[src/hdl/cprs_pkg.sv]
package cprs_pkg;

  // Register indices; the byte address on the bus is four times the index.
  localparam logic [5:0] IDX_SERIAL_LINK_SPEED   = 6'h1F;
  localparam logic [5:0] IDX_REGISTER_PAGE_SEL   = 6'h20;
  localparam logic [5:0] IDX_CHECKSUM_HIGH       = 6'h21;
  localparam logic [5:0] IDX_CHECKSUM_LOW        = 6'h22;
  localparam logic [5:0] IDX_DRIVER_OFF_COND     = 6'h23;
  localparam logic [5:0] IDX_SLICE_CONTROL       = 6'h30;

  // Bus geometry.
  localparam int         ADDR_W                  = 8;
  localparam int         DATA_W                  = 32;

  // Reset values.
  localparam logic [7:0] RST_SERIAL_LINK_SPEED   = 8'hEB;
  localparam logic [7:0] RST_REGISTER_PAGE_SEL   = 8'h00;
  localparam logic [7:0] RST_CHECKSUM_BYTE       = 8'hFF;
  localparam logic [7:0] RST_DRIVER_OFF_COND     = 8'h88;
  localparam logic [1:0] RST_SLICE_CONTROL       = 2'h0;

  // Serial link speed fields.
  localparam int         RATE_COARSE_HI          = 7;
  localparam int         RATE_COARSE_LO          = 5;
  localparam int         RATE_FINE_HI            = 3;
  localparam int         RATE_FINE_LO            = 0;

  // Page select fields.
  localparam int         PAGE_OVERRIDE_BIT       = 7;
  localparam int         PAGE_NUMBER_HI          = 1;
  localparam int         PAGE_NUMBER_LO          = 0;
  localparam logic [7:0] PAGE_WRITABLE_MASK      = 8'h83;

  // Conductance fields.
  localparam int         COND_IDLE_HI            = 7;
  localparam int         COND_IDLE_LO            = 4;
  localparam int         COND_MOD_HI             = 3;
  localparam int         COND_MOD_LO             = 0;
  localparam logic [3:0] COND_FORCE_MSB          = 4'h8;

  // Slice control and status bits.
  localparam int         CTL_HIGH_BIT_FIRST      = 0;
  localparam int         CTL_SOFT_POWER_DOWN     = 1;
  localparam int         STS_CHECKSUM_DONE       = 2;
  localparam int         STS_DRIVER_ON           = 3;

endpackage : cprs_pkg

[src/hdl/cprs_cond_if.sv]
`timescale 1ns/10ps
`default_nettype none

interface cprs_cond_if;
  logic [3:0] offIdle;
  logic [3:0] offMod;
  logic [3:0] onIdle;
  logic [3:0] onMod;
  logic       driverOn;
  logic       softPowerDown;
  logic       loadModulation;
  logic [3:0] appliedIdle;
  logic [3:0] appliedMod;

  modport ctrl
  (
    output offIdle, offMod, onIdle, onMod, driverOn, softPowerDown,
    output loadModulation,
    input  appliedIdle, appliedMod
  );

  modport sel
  (
    input  offIdle, offMod, onIdle, onMod, driverOn, softPowerDown,
    input  loadModulation,
    output appliedIdle, appliedMod
  );
endinterface : cprs_cond_if

`default_nettype wire

[src/hdl/cprs_cond_sel.sv]
`timescale 1ns/10ps
`default_nettype none

module cprs_cond_sel
(
  input  wire logic   clk,   // System clock.
  input  wire logic   reset, // Synchronous reset, active high.
  cprs_cond_if.sel    cond   // Conductance fields in, applied values out.
);
  import cprs_pkg::*;

  logic [3:0] idleSrc;
  logic [3:0] modSrc;

  // Off values apply with the driver off and always for load modulation.
  always_comb
  begin
    if (!cond.driverOn || cond.loadModulation)
    begin
      idleSrc = cond.offIdle;
      modSrc  = cond.offMod;
    end
    else
    begin
      idleSrc = cond.onIdle;
      modSrc  = cond.onMod;
    end
  end

  // Registered so the analog controls never see a decode glitch.
  always_ff @(posedge clk)
  begin
    if (reset)
    begin
      cond.appliedIdle <= RST_DRIVER_OFF_COND[COND_IDLE_HI:COND_IDLE_LO];
      cond.appliedMod  <= RST_DRIVER_OFF_COND[COND_MOD_HI:COND_MOD_LO];
    end
    else if (cond.softPowerDown)
    begin
      cond.appliedIdle <= idleSrc | COND_FORCE_MSB;
      cond.appliedMod  <= modSrc | COND_FORCE_MSB;
    end
    else
    begin
      cond.appliedIdle <= idleSrc;
      cond.appliedMod  <= modSrc;
    end
  end
endmodule : cprs_cond_sel

`default_nettype wire

[src/hdl/cprs_register_slice.sv]
// What this block does
// - Speed register holds 3-bit coarse factor high, 4-bit fine factor low.
// - Override on: page number supplies address bits A5 and A4.
// - Override off: address latch alone forms the whole register address.
// - Page number ignored for addressing unless override enable is one.
// - Page register bits 6 to 2 read zero; software writes zero.
// - Checksum high byte at 21h, low byte at 22h, read-only, reset ones.
// - High-bit-first reverses bits within each checksum byte, not byte order.
// - Driver-off register: idle conductance bits 7-4, modulation bits 3-0.
// - Driver-off fields apply with driver off or during load modulation; else driver-on fields.
// - Soft power-down forces the top bit of each conductance field.
// - Load modulation uses the driver-off idle and modulation values.
//
// The Avalon-MM register port is this design's own decision.
`timescale 1ns/10ps
`default_nettype none

module cprs_register_slice
(
  input  wire logic [cprs_pkg::ADDR_W-1:0] avs_address,     // Byte address.
  input  wire logic                        avs_read,        // Read request.
  input  wire logic                        avs_write,       // Write request.
  input  wire logic [cprs_pkg::DATA_W-1:0] avs_writedata,   // Write data.
  output logic      [cprs_pkg::DATA_W-1:0] avs_readdata,    // Read data.
  output logic                             avs_waitrequest, // Stall master.
  input  wire logic                        clk,             // System clock.
  input  wire logic                        reset,           // Sync, high.
  input  wire logic [5:0]                  latchAddr,       // Address latch.
  input  wire logic [15:0]                 checksumValue,   // Engine result.
  input  wire logic                        checksumLoad,    // Capture pulse.
  input  wire logic                        checksumDone,    // Done flag.
  input  wire logic                        driverOn,        // Driver on.
  input  wire logic                        loadModulation,  // Card modulates.
  input  wire logic [3:0]                  idleCondOn,      // On idle field.
  input  wire logic [3:0]                  modCondOn,       // On mod field.
  output logic      [5:0]                  regAddress,      // Formed address.
  output logic      [2:0]                  rateFactorCoarse, // Speed factor.
  output logic      [3:0]                  rateFactorFine,  // Speed factor.
  output logic      [3:0]                  appliedIdleCond, // To N-driver.
  output logic      [3:0]                  appliedModCond   // To N-driver.
);
  import cprs_pkg::*;

  // Programmable state, one byte for each mapped register, two bits for slice control.
  logic [7:0]  speed_reg;
  logic [7:0]  page_reg;
  logic [7:0]  csumHigh_reg;
  logic [7:0]  csumLow_reg;
  logic [7:0]  condOff_reg;
  logic [1:0]  control_reg;
  // Handshake, read path and formed address, all registered except regAddr_next.
  logic        waitReq_reg;
  logic [31:0] rdata_reg;
  logic [5:0]  regAddr_reg;
  logic [5:0]  regAddr_next;
  // Decoded request, write strobe and the byte lanes in use.
  logic        accept;
  logic        writeGo;
  logic        aligned;
  logic [5:0]  wordIdx;
  logic [7:0]  wbyte;
  logic [7:0]  rbyte;
  logic        highBitFirst;

  // Conductance fields and applied values travel as one bundle.
  cprs_cond_if condBus ();

  // Mirror a byte; used for both checksum bytes.
  // Only bit order changes; the byte a register holds is never swapped.
  function automatic logic [7:0] mirror8(input logic [7:0] b);
    logic [7:0] r;
    r = 8'h00;
    for (int i = 0; i < 8; i++)
    begin
      r[i] = b[7-i];
    end
    return r;
  endfunction : mirror8

  // Write strobe for one register index, shared by every writable register.
  function automatic logic writeHit(input logic       go,
                                    input logic [5:0] idx,
                                    input logic [5:0] target);
    return go && (idx == target);
  endfunction : writeHit

  // Decode of the bus address; a misaligned byte address maps nowhere.
  assign aligned      = (avs_address[1:0] == 2'h0);
  assign wordIdx      = avs_address[ADDR_W-1:2];
  assign wbyte        = avs_writedata[7:0];
  assign highBitFirst = control_reg[CTL_HIGH_BIT_FIRST];
  // The access completes on the edge where waitrequest is seen low.
  assign accept       = (avs_read || avs_write) && !waitReq_reg;
  // A write lands only at the accept edge and only on an aligned address;
  // anything else is dropped without side effects.
  assign writeGo      = accept && avs_write && aligned;

  // One wait state per access gives time to register the read data.
  // Every access costs two cycles; in return the read path has no
  // combinational route from the address pins to the read data, and
  // the master never sees an answer in the cycle it raised the request.
  always_ff @(posedge clk)
  begin
    if (reset)
    begin
      waitReq_reg <= 1'b1;
    end
    else if ((avs_read || avs_write) && waitReq_reg)
    begin
      waitReq_reg <= 1'b0;
    end
    else
    begin
      waitReq_reg <= 1'b1;
    end
  end

  // Read mux for the mapped registers; unmapped reads return zero.
  // Page reserved bits are masked here as well as on write, so they
  // read zero whatever path set them.
  always_comb
  begin
    rbyte = 8'h00;
    if (aligned)
    begin
      unique case (wordIdx)
        IDX_SERIAL_LINK_SPEED: rbyte = speed_reg;
        IDX_REGISTER_PAGE_SEL: rbyte = page_reg & PAGE_WRITABLE_MASK;
        IDX_CHECKSUM_HIGH:
          rbyte = highBitFirst ? mirror8(csumHigh_reg) : csumHigh_reg;
        IDX_CHECKSUM_LOW:
          rbyte = highBitFirst ? mirror8(csumLow_reg) : csumLow_reg;
        IDX_DRIVER_OFF_COND:   rbyte = condOff_reg;
        IDX_SLICE_CONTROL:
        begin
          rbyte                      = {6'h00, control_reg};
          rbyte[STS_CHECKSUM_DONE]   = checksumDone;
          rbyte[STS_DRIVER_ON]       = driverOn;
        end
        default:               rbyte = 8'h00;
      endcase
    end
  end

  // Read data is loaded in the wait cycle so it stands at the accept edge.
  // It then holds until the next read; the master must take it at the
  // accept edge, since nothing flags it stale later.
  always_ff @(posedge clk)
  begin
    if (reset)
    begin
      rdata_reg <= 32'h0000_0000;
    end
    else if (avs_read && waitReq_reg)
    begin
      rdata_reg <= {24'h00_0000, rbyte};
    end
  end

  // Speed factors; the baud-rate generator reads both fields.
  // Every byte value is stored; which pairs of factors give a usable
  // speed is the generator's concern, not the register's.
  always_ff @(posedge clk)
  begin
    if (reset)
    begin
      speed_reg <= RST_SERIAL_LINK_SPEED;
    end
    else if (writeHit(writeGo, wordIdx, IDX_SERIAL_LINK_SPEED))
    begin
      speed_reg <= wbyte;
    end
  end

  // Page select; reserved bits are never stored, so they cannot leak out.
  // Software should write zero there, but a stray one is simply lost
  // rather than flagged.
  always_ff @(posedge clk)
  begin
    if (reset)
    begin
      page_reg <= RST_REGISTER_PAGE_SEL;
    end
    else if (writeHit(writeGo, wordIdx, IDX_REGISTER_PAGE_SEL))
    begin
      page_reg <= wbyte & PAGE_WRITABLE_MASK;
    end
  end

  // Driver-off conductance, two binary-weighted nibbles.
  // The register only stores the fields; the selector below decides
  // when they reach the N-driver. Every value is legal, so nothing is
  // masked on the way in.
  always_ff @(posedge clk)
  begin
    if (reset)
    begin
      condOff_reg <= RST_DRIVER_OFF_COND;
    end
    else if (writeHit(writeGo, wordIdx, IDX_DRIVER_OFF_COND))
    begin
      condOff_reg <= wbyte;
    end
  end

  // Slice control: bit order of the checksum view and soft power-down.
  // Both bits stand in for mode and power controls kept outside this
  // slice, so it can be exercised on its own. Status bits 2 and 3 are
  // read-only views of the done flag and the driver state.
  always_ff @(posedge clk)
  begin
    if (reset)
    begin
      control_reg <= RST_SLICE_CONTROL;
    end
    else if (writeHit(writeGo, wordIdx, IDX_SLICE_CONTROL))
    begin
      control_reg <= wbyte[1:0];
    end
  end

  // Checksum bytes are read-only; bus writes to them are dropped.
  // A capture pulse always wins, since the engine owns these bytes. The
  // slice does not gate reads on the done flag: the host must look at it
  // first, otherwise it may read a result that is still being formed.
  always_ff @(posedge clk)
  begin
    if (reset)
    begin
      csumHigh_reg <= RST_CHECKSUM_BYTE;
      csumLow_reg  <= RST_CHECKSUM_BYTE;
    end
    else if (checksumLoad)
    begin
      csumHigh_reg <= checksumValue[15:8];
      csumLow_reg  <= checksumValue[7:0];
    end
  end

  // Address formation; the page number only counts under override.
  // With override on, the latch's upper bits are dropped; with it off,
  // the page number field plays no part at all.
  always_comb
  begin
    if (page_reg[PAGE_OVERRIDE_BIT])
    begin
      regAddr_next = {page_reg[PAGE_NUMBER_HI:PAGE_NUMBER_LO],
                      latchAddr[3:0]};
    end
    else
    begin
      regAddr_next = latchAddr;
    end
  end

  // Formed address is registered, one cycle behind the latch.
  // The lag is the price of a glitch-free address for the register file.
  // Reset gives address zero until the first edge after release.
  always_ff @(posedge clk)
  begin
    if (reset)
    begin
      regAddr_reg <= 6'h00;
    end
    else
    begin
      regAddr_reg <= regAddr_next;
    end
  end

  // Feed the conductance selector.
  // Soft power-down comes from the slice control register; driver state
  // and load modulation pass straight through.
  assign condBus.offIdle        = condOff_reg[COND_IDLE_HI:COND_IDLE_LO];
  assign condBus.offMod         = condOff_reg[COND_MOD_HI:COND_MOD_LO];
  assign condBus.onIdle         = idleCondOn;
  assign condBus.onMod          = modCondOn;
  assign condBus.driverOn       = driverOn;
  assign condBus.softPowerDown  = control_reg[CTL_SOFT_POWER_DOWN];
  assign condBus.loadModulation = loadModulation;

  // The selector registers its result, so applied values lag one cycle.
  cprs_cond_sel uCondSel
  (
    .clk   (clk),
    .reset (reset),
    .cond  (condBus)
  );

  // Outputs, all straight from flip-flops.
  // The speed factors are slices of the speed register, itself a flop.
  // Read data and waitrequest are the bus-side registers.
  assign avs_readdata     = rdata_reg;
  assign avs_waitrequest  = waitReq_reg;
  assign regAddress       = regAddr_reg;
  assign rateFactorCoarse = speed_reg[RATE_COARSE_HI:RATE_COARSE_LO];
  assign rateFactorFine   = speed_reg[RATE_FINE_HI:RATE_FINE_LO];
  assign appliedIdleCond  = condBus.appliedIdle;
  assign appliedModCond   = condBus.appliedMod;
endmodule : cprs_register_slice

`default_nettype wire
[config.mk]
export PLATFORM = sky130hd
export DESIGN_NAME = cprs_register_slice
export DESIGN_NICKNAME = d
export VERILOG_FILES = /design/src/hdl/cprs_pkg.sv /design/src/hdl/cprs_cond_if.sv /design/src/hdl/cprs_cond_sel.sv /design/src/hdl/cprs_register_slice.sv
export SDC_FILE = /design/constraint.sdc
export NUM_CORES = 1
export LEC_CHECK = 0
export BUFFER_PORTS_ARGS = -buffer_cell sky130_fd_sc_hd__buf_2
export CORE_ASPECT_RATIO = 0.7
export CORE_MARGIN = 2
export CORE_UTILIZATION = 47
export DETAILED_ROUTE_END_ITERATION = 10
export PLACE_DENSITY_LB_ADDON = 0.2
export SETUP_SLACK_MARGIN = 0.4
export SYNTH_ARGS = -nofsm -noshare
export SYNTH_HDL_FRONTEND = slang
export SYNTH_SLANG_ARGS = --single-unit
[constraint.sdc]
create_clock -name clk -period 2.2 [get_ports clk]
set_input_delay 0.66 -clock clk [delete_from_list [all_inputs] [get_ports clk]]
set_output_delay 0.66 -clock clk [all_outputs]
set_load 0.02 [all_outputs]
; ---- Yosys cells after proc, flatten, opt, wreduce, memory -nomap -nowiden
; Index checks and enable logic that the tools add are counted.
[classes]
n_mux = 8
n_eq_ne = 6
reduce_logical = 15
[op_table]
columns = op, count
row1 = $pmux 8 s6, 1
row2 = $eq 6x6->1 const B, 5
row3 = $mux 8, 3
row4 = $logic_and 1x1->1, 9
row5 = $mux 4, 2
row6 = $eq 6x5->1 const B, 1
row7 = $mux 6, 1
row8 = $logic_not 1->1, 2
row9 = $logic_not 2->1, 1
row10 = $logic_or 1x1->1, 2
row11 = $reduce_or 2->1, 1
row12 = $mux 1, 1
[word_totals]
input_bits = 78
output_inout_bits = 54
reg_bits = 60
word_cells = 42

; ---- Depth between registers and ports, before layout
; Gate-level depths: netlist of the first run.
[depth]
word_depth = 5
ltp_mapped = 6
mapped_depth_nobuf = 4

; ---- By module
; From an unflattened synthesis of the first run, not the netlist that was laid out.
[hier_totals]
cells_unflattened = 296
hier_area_um2 = 2902.8
[modules_own_cells]
columns = mod, instances, area_per_inst_um2, seq_area_each_um2, cells_each
row1 = cprs_register_slice, 1, 2611.3, 1041.0, 259
row2 = cprs_cond_sel, 1, 291.5, 160.2, 37

; ---- Worst setup path before layout of the first run
; OpenSTA, ideal clock, no wires.
[synth_path]
kind = input to register
startpoint = input avs_address[1] in the netlist's numbering
endpoint = register speed_reg[0]
arrival_ps = 1923
t_required_ps = 2071
setup_time_ps = 129
path_stages = 4
slack_ps = 147
path_buffers = 0
cell_sequence = or4b_4 > nor3_4 > mux2i_1 > nand2_1
[synth_between]
elab_chain_len = 3
[synth_rtl]
columns = item, line
row1 = "start, declared", cprs_register_slice.sv:20  ; input wire logic [cprs_pkg::ADDR_W-1:0] avs_address,
row2 = $logic_not 2->1, cprs_register_slice.sv:88  ; assign aligned = (avs_address[1:0] == 2'h0);
row3 = $logic_and 1x1->1, cprs_register_slice.sv:96  ; assign writeGo = accept && avs_write && aligned;
row4 = $logic_and 1x1->1, cprs_register_slice.sv:84  ; return go && (idx == target);
row5 = "end signal, assigned", cprs_register_slice.sv:171  ; speed_reg <= wbyte;
row6 = "end, declared", cprs_register_slice.sv:45  ; logic [7:0] speed_reg;
; Every way passes these cells.
; A chain may end at the register's enable or synchronous reset.

; ---- Final worst setup path of the first run
[layout_path]
startpoint = input avs_address[4] in the netlist's numbering
endpoint = register rdata_reg[6], in the netlist avs_readdata[6]
[layout_between]
elab_chain_len = 3
elab_cells_between_ends = 8
cone_classes = eq/ne (6) / mux (2)
[layout_rtl]
columns = item, line
row1 = $eq 6x6->1 or $eq 6x5->1 (tied branches), cprs_register_slice.sv:126  ; unique case (wordIdx)
row2 = $pmux 8 s6 (*), cprs_register_slice.sv:126
row3 = $mux 8 (*), cprs_register_slice.sv:124  ; if (aligned)
row4 = "end signal, assigned", cprs_register_slice.sv:156  ; rdata_reg <= {24'h00_0000, rbyte};
row5 = "end, declared", cprs_register_slice.sv:53  ; logic [31:0] rdata_reg;
; Every way passes the cells marked *; elsewhere a longest branch is shown, timed or not.

==> out/metrics.csv, run 1 <==
stage;metric;value;unit
route;post-route ant nets;0;
placed_design;Post-DP Area;3343;sq um
pwr;LEAKAGE;0.001581;uW
final_layout;# nets final;481;
worst_setup_path;crit path cell chain;buf_6, or4b_4, buf_12, nor3_1, a2111oi_1, buf_4, o21ai_1;
clocking;Clk Latency, worst-skew pair;340;ps
sta;Slew headroom;65.80;%
worst_setup_path;worst-path maximum fanout;7;
sta;setup violators final;0;
final_layout;Final Util;62.40;%
worst_setup_path;Crit path largest cell delay;610;ps
synth;synthesized instance count;312;
placed_design;Final HPWL DP;5544;microns
worst_setup_path;worst path bufs/invs;3;
sta;worst-case clock skew;6.916;ps
floorplan;Die Area;6769;sq um
sta;worst-margin pin slew;509.1;ps
synth;Synth Register Bits;60;
worst_setup_path;Arrival @ worst endpoint;2090;ps
placed_design;gpl congestion;0.8927;
worst_setup_path;crit start category;input pin;
final_layout;fill count;518;
clocking;H-tree depth;3;
final_layout;leading cell types in the layout, fill and taps excluded;buf_2 (79), dfxtp_1 (59), nand2_1 (52), mux2i_1 (46), conb_1 (24);
sta;RSZ-0062 raised after global routing;true;
sta;hold_ws;449.8;ps
run;Max-Cap Viols;0;
pwr;PD cells;672.7;nW/um^2
final_layout;Layout area overhead;26.15;%
synth;Syn Std Cell Area;2875;sq um
floorplan;Rows;23;
clocking;clk sinks;60;
clocking;CTS clk-pin slew, worst paths;60;ps
grt;grt ovf;0;
grt;largest net degree at the start of global routing;25;
synth;Post-Syn Area per Cell;9.216;sq um
clocking;Clock Path Buffers;2;
sta;Hold Fails Final Rpt;0;
placed_design;number of buffers inserted by port buffering;83;
grt;first-pass GRT wire length;11870;microns
synth;Ys Warns;0;
worst_setup_path;worst path required time;2470;ps
route;DRT Pass-1 Iters;6;
route;vias per std cell;5.265;
sta;fin crit share;82.35;%
sta;Tmin final;1812;ps
route;drt wl/cell;15.17;microns
worst_setup_path;critical path class;in2reg;
worst_hold_path;worst min path class;reg2reg;
final_layout;layout cell share with drive strength beyond 1;32.68;%
outcome;status;complete, no violations;
clocking;TritonCTS Buffers;9;
floorplan;die width;97.49;microns
synth;Post-synth EDFFs;0;
final_layout;most common cell after layout, fill and taps aside;buf_2;
route;DRC Markers;0;
grt;GRT Resource Usage Total;22.16;%
clocking;Root Driver;clkbuf_8;
floorplan;total core area;5813;sq um
sta;Slew Limit Fails;0;
route;detailed-route via count;2543;
synth;Post-synth top flop;dfxtp_1;
route;Routed WL;7329;microns
route;Initial DRC Count;291;
pwr;total power after layout;2440;uW
worst_setup_path;critical path endpoint category;register;
grt;number of global-route vias before repair;2320;
floorplan;Die Ht;69.44;microns
synth;ys async rst share;0;%
synth;Yosys cell types;39;
sta;Fmax;551.9;MHz
worst_setup_path;Top delay family on crit path;simple AND/OR/NAND/NOR gates;
worst_setup_path;Crit-path slowest cell;or4b_4;
synth;sequential fraction of the synthesis area;41.78;%
floorplan;Initial Utilization;49.46;%
pwr;VDD IR max;0.0004881;V
final_layout;fin area;3627;sq um
clocking;CTS tree;done;
grt;initial antenna violation count;0;
floorplan;Top Ports;132;
## per-layer routing
layer	global-route usage (%)	up-vias	share of wire, %
met3	10.48	9	13
met2	29.35	147	39
met4	4.630	0	0.72
met1	32.51	1163	47
met5	0	-	0
li1	-	1224	-
## metrics by stage
stage	cells	setup TNS [ps]	setup slack (ps)
floorplan	335	0	168.5
global placement	465	0	10.77
detailed placement	465	-12.11	-8.653
CTS	481	0	386.5
global route	482	0	354.2
finish	483	0	388.2
## logic make-up after synthesis
logic type             after synthesis  share of synthesized area [%]
AOI/OAI and AO/OA                   38                          8.921
other                                1                         0.1304
DFF                                 60                          41.78
buffers and inverters               47                          10.44
and+or+nand+nor                    113                          19.63
muxes                               53                          19.10
## cell type report
| class | count | area (sq um) | area share (%) |
|---|---|---|---|
| multi-input cells | 228 | 1490 | 41.08 |
| flip-flops and latches | 60 | 1202 | 33.15 |
| repair buffers | 103 | 631.9 | 17.42 |
| clock buffers | 14 | 172.7 | 4.760 |
| well taps | 75 | 93.84 | 2.587 |
| clock inverters | 1 | 30.03 | 0.8279 |
| inverters | 1 | 3.754 | 0.1035 |
| diodes | 1 | 2.502 | 0.06899 |
## path summary, 6_finish.rpt
path | start | endpoint | slack, ps | cells after the start
worst max-delay path | avs_address[4] | avs_readdata[6] | 390 | 7
worst min-delay path | avs_readdata[5] | avs_readdata[5] | 450 | 2
worst max register to register | avs_waitrequest | condOff_reg[5] | 500 | 5
worst min register to register | avs_readdata[5] | avs_readdata[5] | 450 | 2
## cell usage after synthesis, types with 2 or more instances
cell       instances  share of area [%]
dfxtp_1           60                 42
nand2_1           52                6.8
mux2i_1           47                 16
buf_4             31                8.1
nor2_1            17                2.2
a21oi_1           13                2.3
clkbuf_1           8                1.0
nor3_1             8                1.4
nand3_1            7                1.2
nor2b_1            7                1.5
buf_2              6                1.0
and3_1             5                1.1
mux2_2             5                2.0
nand2b_1           4               0.87
a2111oi_0          3               0.91
a22oi_1            3               0.78
a31oi_1            3               0.65
and2_1             3               0.65
o21ai_1            3               0.52
a222oi_1           2               0.70
nand4_1            2               0.44
nor3_4             2                1.1
o211ai_1           2               0.52
o21ai_0            2               0.35
o32a_1             2               0.70
or4b_4             2               0.96
## repair_timing
item / CTS / global route
hold buffers: 0 / 0
setup endpoints to repair: 8 / 8
setup buffers: 1 / 1
resized for setup: 0 / 13
pin swaps: 2 / 7
## where the power goes
part	internal (uW)	switching, uW
Sequential	1120	18.9
Combinational	112	165
Clock	611	417
## tightest hold or removal path, delay by kind of cell (launching register included)
kind	cells	cell delay, ps
flops	1	310
simple gates	1	50
compound gates	1	50
Power figures use the tool's default switching activity.
==> run 2, diff against run 1 <==
==> constraint.sdc (replaced) <==
create_clock -name clk -period 1.8 [get_ports clk]
set_input_delay 0.54 -clock clk [delete_from_list [all_inputs] [get_ports clk]]
set_output_delay 0.54 -clock clk [all_outputs]
set_load 0.02 [all_outputs]
==> run 2 against run 1 <==
  * Sequential power grew 21%
  * Final cell count increased by 6.4%
  * Non-clock buffer count grew 30
  * Routed wire length increased by 16%
  * Hold slack worse by 49 ps
  * Clock skew increased by 0.59 ps
  * Utilization is 9.1 points higher
  * Critical endpoint is now avs_readdata[0]
  * Largest power group is now clock
  * Worst setup slack got worse by 240 ps
==> out/metrics.csv, run 2 (synthesized netlist as in run 1, its figures left out) <==
stage;metric;value;unit;change
outcome;status;complete, no violations;;
sta;fin crit share;91.82;%;
worst_setup_path;crit start category;input pin;;
final_layout;# nets final;512;;+6.4%
clocking;Hold-fix buffers, CTS;0;;unchanged
clocking;H-tree depth;3;;unchanged
sta;worst-case clock skew;7.507;ps;+0.5902 ps
sta;RSZ-0062 raised after global routing;true;;
sta;final worst-path setup slack;147.3;ps;-240.9 ps
placed_design;gpl congestion;0.9688;;+8.5%
grt;number of global-route vias before repair;2563;;+10%
final_layout;Layout area overhead;44.60;%;
floorplan;total core area;5813;sq um;unchanged
sta;hold_ws;401.3;ps;-48.53 ps
route;post-route ant nets;0;;unchanged
floorplan;die width;97.49;microns;unchanged
grt;initial antenna violation count;0;;unchanged
pwr;VDD IR max;0.0004921;V;+0.82%
final_layout;area taken by multi-input logic gates;1670;sq um;+12%
worst_setup_path;crit path cell chain;buf_8, or4b_4, buf_6, o31a_1, a311oi_1;;
run;Max-Cap Viols;0;;unchanged
placed_design;dpl cells;479;;+3.0%
placed_design;worst slack at placement;-273.5;ps;-264.9 ps
clocking;CTS tree;done;;
route;DRT Pass-1 Iters;6;;unchanged
final_layout;fill count;450;;-13%
placed_design;number of buffers inserted by port buffering;83;;unchanged
route;drt wl/cell;16.48;microns;+8.6%
clocking;CTS clk-pin slew, worst paths;70;ps;about the same
worst_hold_path;worst min path class;in2reg;;
worst_setup_path;critical path class;in2reg;;
final_layout;Register Area;1225;sq um;+1.9%
sta;Slew Limit Fails;0;;unchanged
sta;Hold Fails Final Rpt;0;;unchanged
worst_setup_path;Arrival @ worst endpoint;1910;ps;-180 ps
sta;worst-margin pin slew;530.5;ps;+21.39 ps
final_layout;layout cell share with drive strength beyond 1;46.24;%;+14 points
floorplan;Initial Utilization;49.46;%;unchanged
route;Routed WL;8470;microns;+16%
grt;largest net degree at the start of global routing;25;;unchanged
route;Initial DRC Count;140;;-52%
pwr;LEAKAGE;0.001815;uW;+15%
sta;final setup TNS;0;ps;unchanged
route;DRC Markers;0;;unchanged
clocking;Clock Path Buffers;2;;unchanged
final_layout;fin area;4158;sq um;+15%
sta;Fmax;605.1;MHz;
clocking;TritonCTS Buffers;9;;unchanged
final_layout;leading cell types in the layout, fill and taps excluded;buf_2 (63), buf_4 (53), nand2_1 (51), mux2i_1 (43), dfxtp_1 (43);;
sta;Tmin final;1653;ps;
grt;grt ovf;0;;unchanged
floorplan;Die Area;6769;sq um;unchanged
final_layout;most common cell after layout, fill and taps aside;buf_2;;
sta;setup violators final;0;;unchanged
grt;first-pass GRT wire length;13090;microns;+10%
worst_setup_path;worst path required time;2060;ps;-410 ps
placed_design;Post-DP Area;3476;sq um;+4.0%
worst_setup_path;critical path endpoint category;register;;
placed_design;Final HPWL DP;5637;microns;+1.7%
worst_setup_path;Crit path largest cell delay;630;ps;+20 ps
floorplan;Rows;23;;unchanged
sta;Slew headroom;64.56;%;-1.2 points
clocking;Root Driver;clkbuf_8;;
clocking;Clk Latency, worst-skew pair;350;ps;about the same
worst_setup_path;worst-path maximum fanout;5;;-2
clocking;clk sinks;60;;unchanged
final_layout;Cell Count, Final, Fillers Out;514;;+6.4%
worst_setup_path;Crit-path slowest cell;or4b_4;;
grt;GRT Resource Usage Total;24.83;%;+2.7 points
route;detailed-route via count;2695;;+6.0%
route;vias per std cell;5.243;;-0.41%
floorplan;Top Ports;132;;unchanged
pwr;PD cells;786.4;nW/um^2;+17%
final_layout;diode count;0;;-1
floorplan;Die Ht;69.44;microns;unchanged
==> run 2: final cells by class <==
cell class | instances | area share (%)
clock buffer | 9 | 2.979
clock inverter | 7 | 2.769
inverter | 1 | 0.09028
multi-input combinational | 229 | 40.17
sequential | 60 | 29.46
tap | 75 | 2.257
timing repair buffer | 133 | 22.27
==> run 2: power breakdown <==
group          switching, uW  total [uW]  internal, uW
Sequential              21.7        1380          1360
Clock                    565        1480           913
Combinational            234         407           173
Total                    821        3270          2450
==> run 2: metrics by stage <==
stage / utilization, % / total power [uW]
floorplan: - / 1653
global placement: 59.79 / 1758
detailed placement: 59.79 / 1764
CTS: 68.79 / 3261
global route: 71.52 / 3378
finish: 71.52 / 3270
==> run 2: worst paths after layout <==
kind,start,to,slack [ps],depth (start not counted)
setup / recovery,avs_address[6],avs_readdata[0],150,5
hold / removal,checksumValue[14],csumHigh_reg[6],400,3
setup reg to reg,avs_waitrequest,condOff_reg[1],180,5
hold reg to reg,avs_readdata[6],avs_readdata[6],450,2
==> run 2: what timing repair did <==
action,in CTS,in global routing
cloned,1,0
gates resized for setup,59,26
hold endpoints to repair,0,0
buffers inserted,12,6
pin swaps,8,9
endpoints found under the setup margin,41,37
==> run 2: layer usage <==
| layer | vias to the layer above | track usage [%] | wire length [microns] |
|---|---|---|---|
| met3 | 11 | 8.669 | 821 |
| met1 | 1239 | 33.71 | 3828 |
| met5 | - | 0 | 0 |
| met2 | 153 | 37.24 | 3713 |
| met4 | 0 | 7.870 | 106 |
| li1 | 1292 | - | - |
==> run 2: critical path, delay by kind of cell <==
| family | cells | cell delay [ps] |
|---|---|---|
| compound gates | 2 | 470 |
| simple gates | 1 | 630 |
| buf+inv | 2 | 260 |
==> run 3, diff against run 2 <==
--- a/config.mk
+++ b/config.mk
@@ -10,6 +10,7 @@
 export CORE_MARGIN = 2
 export CORE_UTILIZATION = 47
 export DETAILED_ROUTE_END_ITERATION = 10
+export GPL_TIMING_DRIVEN = 0
 export PLACE_DENSITY_LB_ADDON = 0.2
 export SETUP_SLACK_MARGIN = 0.4
 export SYNTH_ARGS = -nofsm -noshare
==> run 3 against run 2 <==
  * First-iteration DRC count is 9.3% higher
  * Clock skew is essentially flat
  * Final cell count up 2.5%
  * Routed wire length is 0.84% lower
  * Critical path depth increased by 1
  * Sequential power hardly changed
  * Clock power decreased by 9%
  * Global-route usage is 0.71 points lower
  * Die area stayed put
  * Critical path type unchanged
  * Largest cell class unchanged
==> out/metrics.csv, run 3 (synthesized netlist as in run 1, its figures left out) <==
stage;metric;value;unit;change
outcome;status;complete, no violations;;
clocking;Root Driver;clkbuf_8;;
worst_setup_path;Crit path largest cell delay;580;ps;-50 ps
pwr;sequential share of power;43.9;%;+1.6 points
sta;final worst-path setup slack;113.1;ps;-34.23 ps
grt;GRT Resource Usage Total;24.12;%;-0.71 points
pwr;Clock power frac;42.7;%;-2.5 points
worst_setup_path;R2R setup slack;120;ps;-60 ps
worst_setup_path;Crit-path slowest cell;or4b_4;;
grt;grt ovf;0;;unchanged
grt;initial antenna violation count;0;;unchanged
sta;Slew headroom;60.05;%;-4.5 points
placed_design;number of buffers inserted by port buffering;81;;-2.4%
floorplan;die width;97.49;microns;unchanged
sta;Fmax;592.8;MHz;-2.0%
final_layout;most common cell after layout, fill and taps aside;buf_2;;
pwr;Comb power frac;13.4;%;+1.0 points
clocking;clk sinks;60;;unchanged
worst_hold_path;hold path startpoint;checksumValue[10];;
route;Initial DRC Count;153;;+9.3%
route;drt wl/cell;15.94;microns;-3.3%
worst_setup_path;worst reg2reg path depth;5;;unchanged
sta;worst-case clock skew;7.014;ps;-0.4927 ps
floorplan;total core area;5813;sq um;unchanged
floorplan;Rows;23;;unchanged
grt;largest net degree at the start of global routing;11;;-56%
pwr;switching pwr;795.1;uW;-3.1%
route;vias per std cell;5.197;;-0.87%
clocking;Hold-fix buffers, CTS;0;;unchanged
placed_design;worst slack at placement;-530.2;ps;-256.6 ps
route;DRT Pass-1 Iters;5;;-1
sta;Hold Fails Final Rpt;0;;unchanged
clocking;CTS clk-pin slew, worst paths;70;ps;about the same
route;DRC Markers;0;;unchanged
clocking;H-tree depth;3;;unchanged
sta;RSZ-0062 raised after global routing;true;;
worst_setup_path;worst path bufs/invs;2;;unchanged
worst_hold_path;cell depth of the worst hold path;3;;unchanged
worst_setup_path;Arrival @ worst endpoint;1890;ps;-20 ps
sta;Slew Limit Fails;0;;unchanged
clocking;TritonCTS Buffers;9;;unchanged
worst_setup_path;Top delay family on crit path;simple AND/OR/NAND/NOR gates;;
final_layout;leading cell types in the layout, fill and taps excluded;buf_2 (62), nand2_1 (51), buf_4 (48), dfxtp_1 (46), mux2i_1 (44);;
worst_hold_path;worst min path class;in2reg;;
worst_setup_path;crit path to;condOff_reg[3];;
final_layout;# nets final;525;;+2.5%
worst_setup_path;critical path endpoint category;register;;
worst_setup_path;number of cells on the critical path;6;;+1
placed_design;gpl congestion;0.9286;;-4.1%
floorplan;Die Area;6769;sq um;unchanged
worst_setup_path;worst-path maximum fanout;8;;+3
pwr;VDD IR max;0.0004318;V;-12%
grt;number of global-route vias before repair;2601;;+1.5%
clocking;Clock Path Buffers;2;;unchanged
sta;worst-margin pin slew;599.3;ps;+68.78 ps
clocking;CTS tree;done;;
pwr;LEAKAGE;0.001877;uW;+3.4%
grt;first-pass GRT wire length;12910;microns;-1.4%
route;post-route ant nets;0;;unchanged
worst_setup_path;critical path class;in2reg;;
floorplan;Top Ports;132;;unchanged
run;Max-Cap Viols;0;;unchanged
sta;hold_ws;412.9;ps;+11.60 ps
clocking;Clk Latency, worst-skew pair;340;ps;about the same
floorplan;Die Ht;69.44;microns;unchanged
placed_design;Final HPWL DP;5828;microns;+3.4%
worst_setup_path;worst reg2reg path startpoint;avs_waitrequest;;
floorplan;Initial Utilization;49.46;%;unchanged
pwr;switching portion of total power;25.16;%;+0.065 points
pwr;total power after layout;3160;uW;-3.4%
sta;setup violators final;0;;unchanged
pwr;PD cells;742.3;nW/um^2;-5.6%
route;Routed WL;8399;microns;-0.84%
worst_setup_path;CP Launch Point;avs_address[1];;
route;detailed-route via count;2739;;+1.6%
sta;Tmin final;1687;ps;+34.23 ps
worst_setup_path;worst path required time;2000;ps;-60 ps
worst_setup_path;reg2reg end;condOff_reg[3];;
final_layout;Layout area overhead;48.04;%;
final_layout;layout cell share with drive strength beyond 1;44.91;%;-1.3 points
pwr;Internal;2365;uW;-3.5%
worst_setup_path;crit start category;input pin;;
worst_setup_path;crit path cell chain;buf_6, or4b_4, nor3_4, buf_12, mux2i_1, nand2_1;;
sta;fin crit share;93.72;%;+1.9 points
final_layout;diode count;0;;unchanged
-- run 3: worst min path at each step --
stage / endpoint
floorplan: uCondSel.cond.appliedIdle[0]
global placement: avs_readdata[4]
detailed placement: avs_readdata[4]
CTS: csumHigh_reg[2]
global route: uCondSel.cond.appliedIdle[3]
finish: csumHigh_reg[2]
-- run 3: worst reg2reg max path, stage by stage, from the launching register on --
cell	delay (ps)
dfxtp_4	340
or4b_4	560
nor3_4	230
buf_12	170
mux2i_1	190
nand2_1	70
-- run 3: metal layers --
metal	part of all wire [%]	wire length, microns	GRT usage, %	vias up
li1	-	-	-	1310
met3	8.8	740	8.569	13
met2	43	3625	36.78	132
met1	47	3925	32.87	1284
met5	0	0	0	-
met4	1.3	107	5.864	0
-- run 3: layout make-up --
type                    count  area [sq um]
plain buffers              46         362.8
well taps                  75         93.84
clock inverters             4         72.57
inverters                   1         3.754
flip-flops and latches     60          1224
repair buffers            101         691.9
multi-input cells         228          1663
clock buffers              12         145.1
fillers                   432          1556
-- run 3: timing repair --
action	CTS	global route
setup endpoints to repair	40	53
pin swaps	6	20
setup buffers	13	7
resized for setup	60	40
endpoints found under the hold margin	0	0
-- run 3: power by group through the flow --
stage                     sequential (uW)  clock (uW)  combinational (uW)
after floorplan                      1430           0                 223
after global placement               1420           0                 356
after detailed placement             1420           0                 360
after CTS                            1390        1360                 383
after global routing                 1390        1430                 453
final                                1390        1350                 424
-- run 3: stage by stage --
stage          util, %  TNS, ps  cells  instance area, sq um
2_1_floorplan        -    -1303    335                  3014
3_3_place_gp     60.44    -8484    491                  3513
3_5_place_dp     60.44    -9433    491                  3513
4_1_cts          69.69        0    520                  4051
5_1_grt          73.22        0    527                  4257
6_report         73.22        0    527                  4257
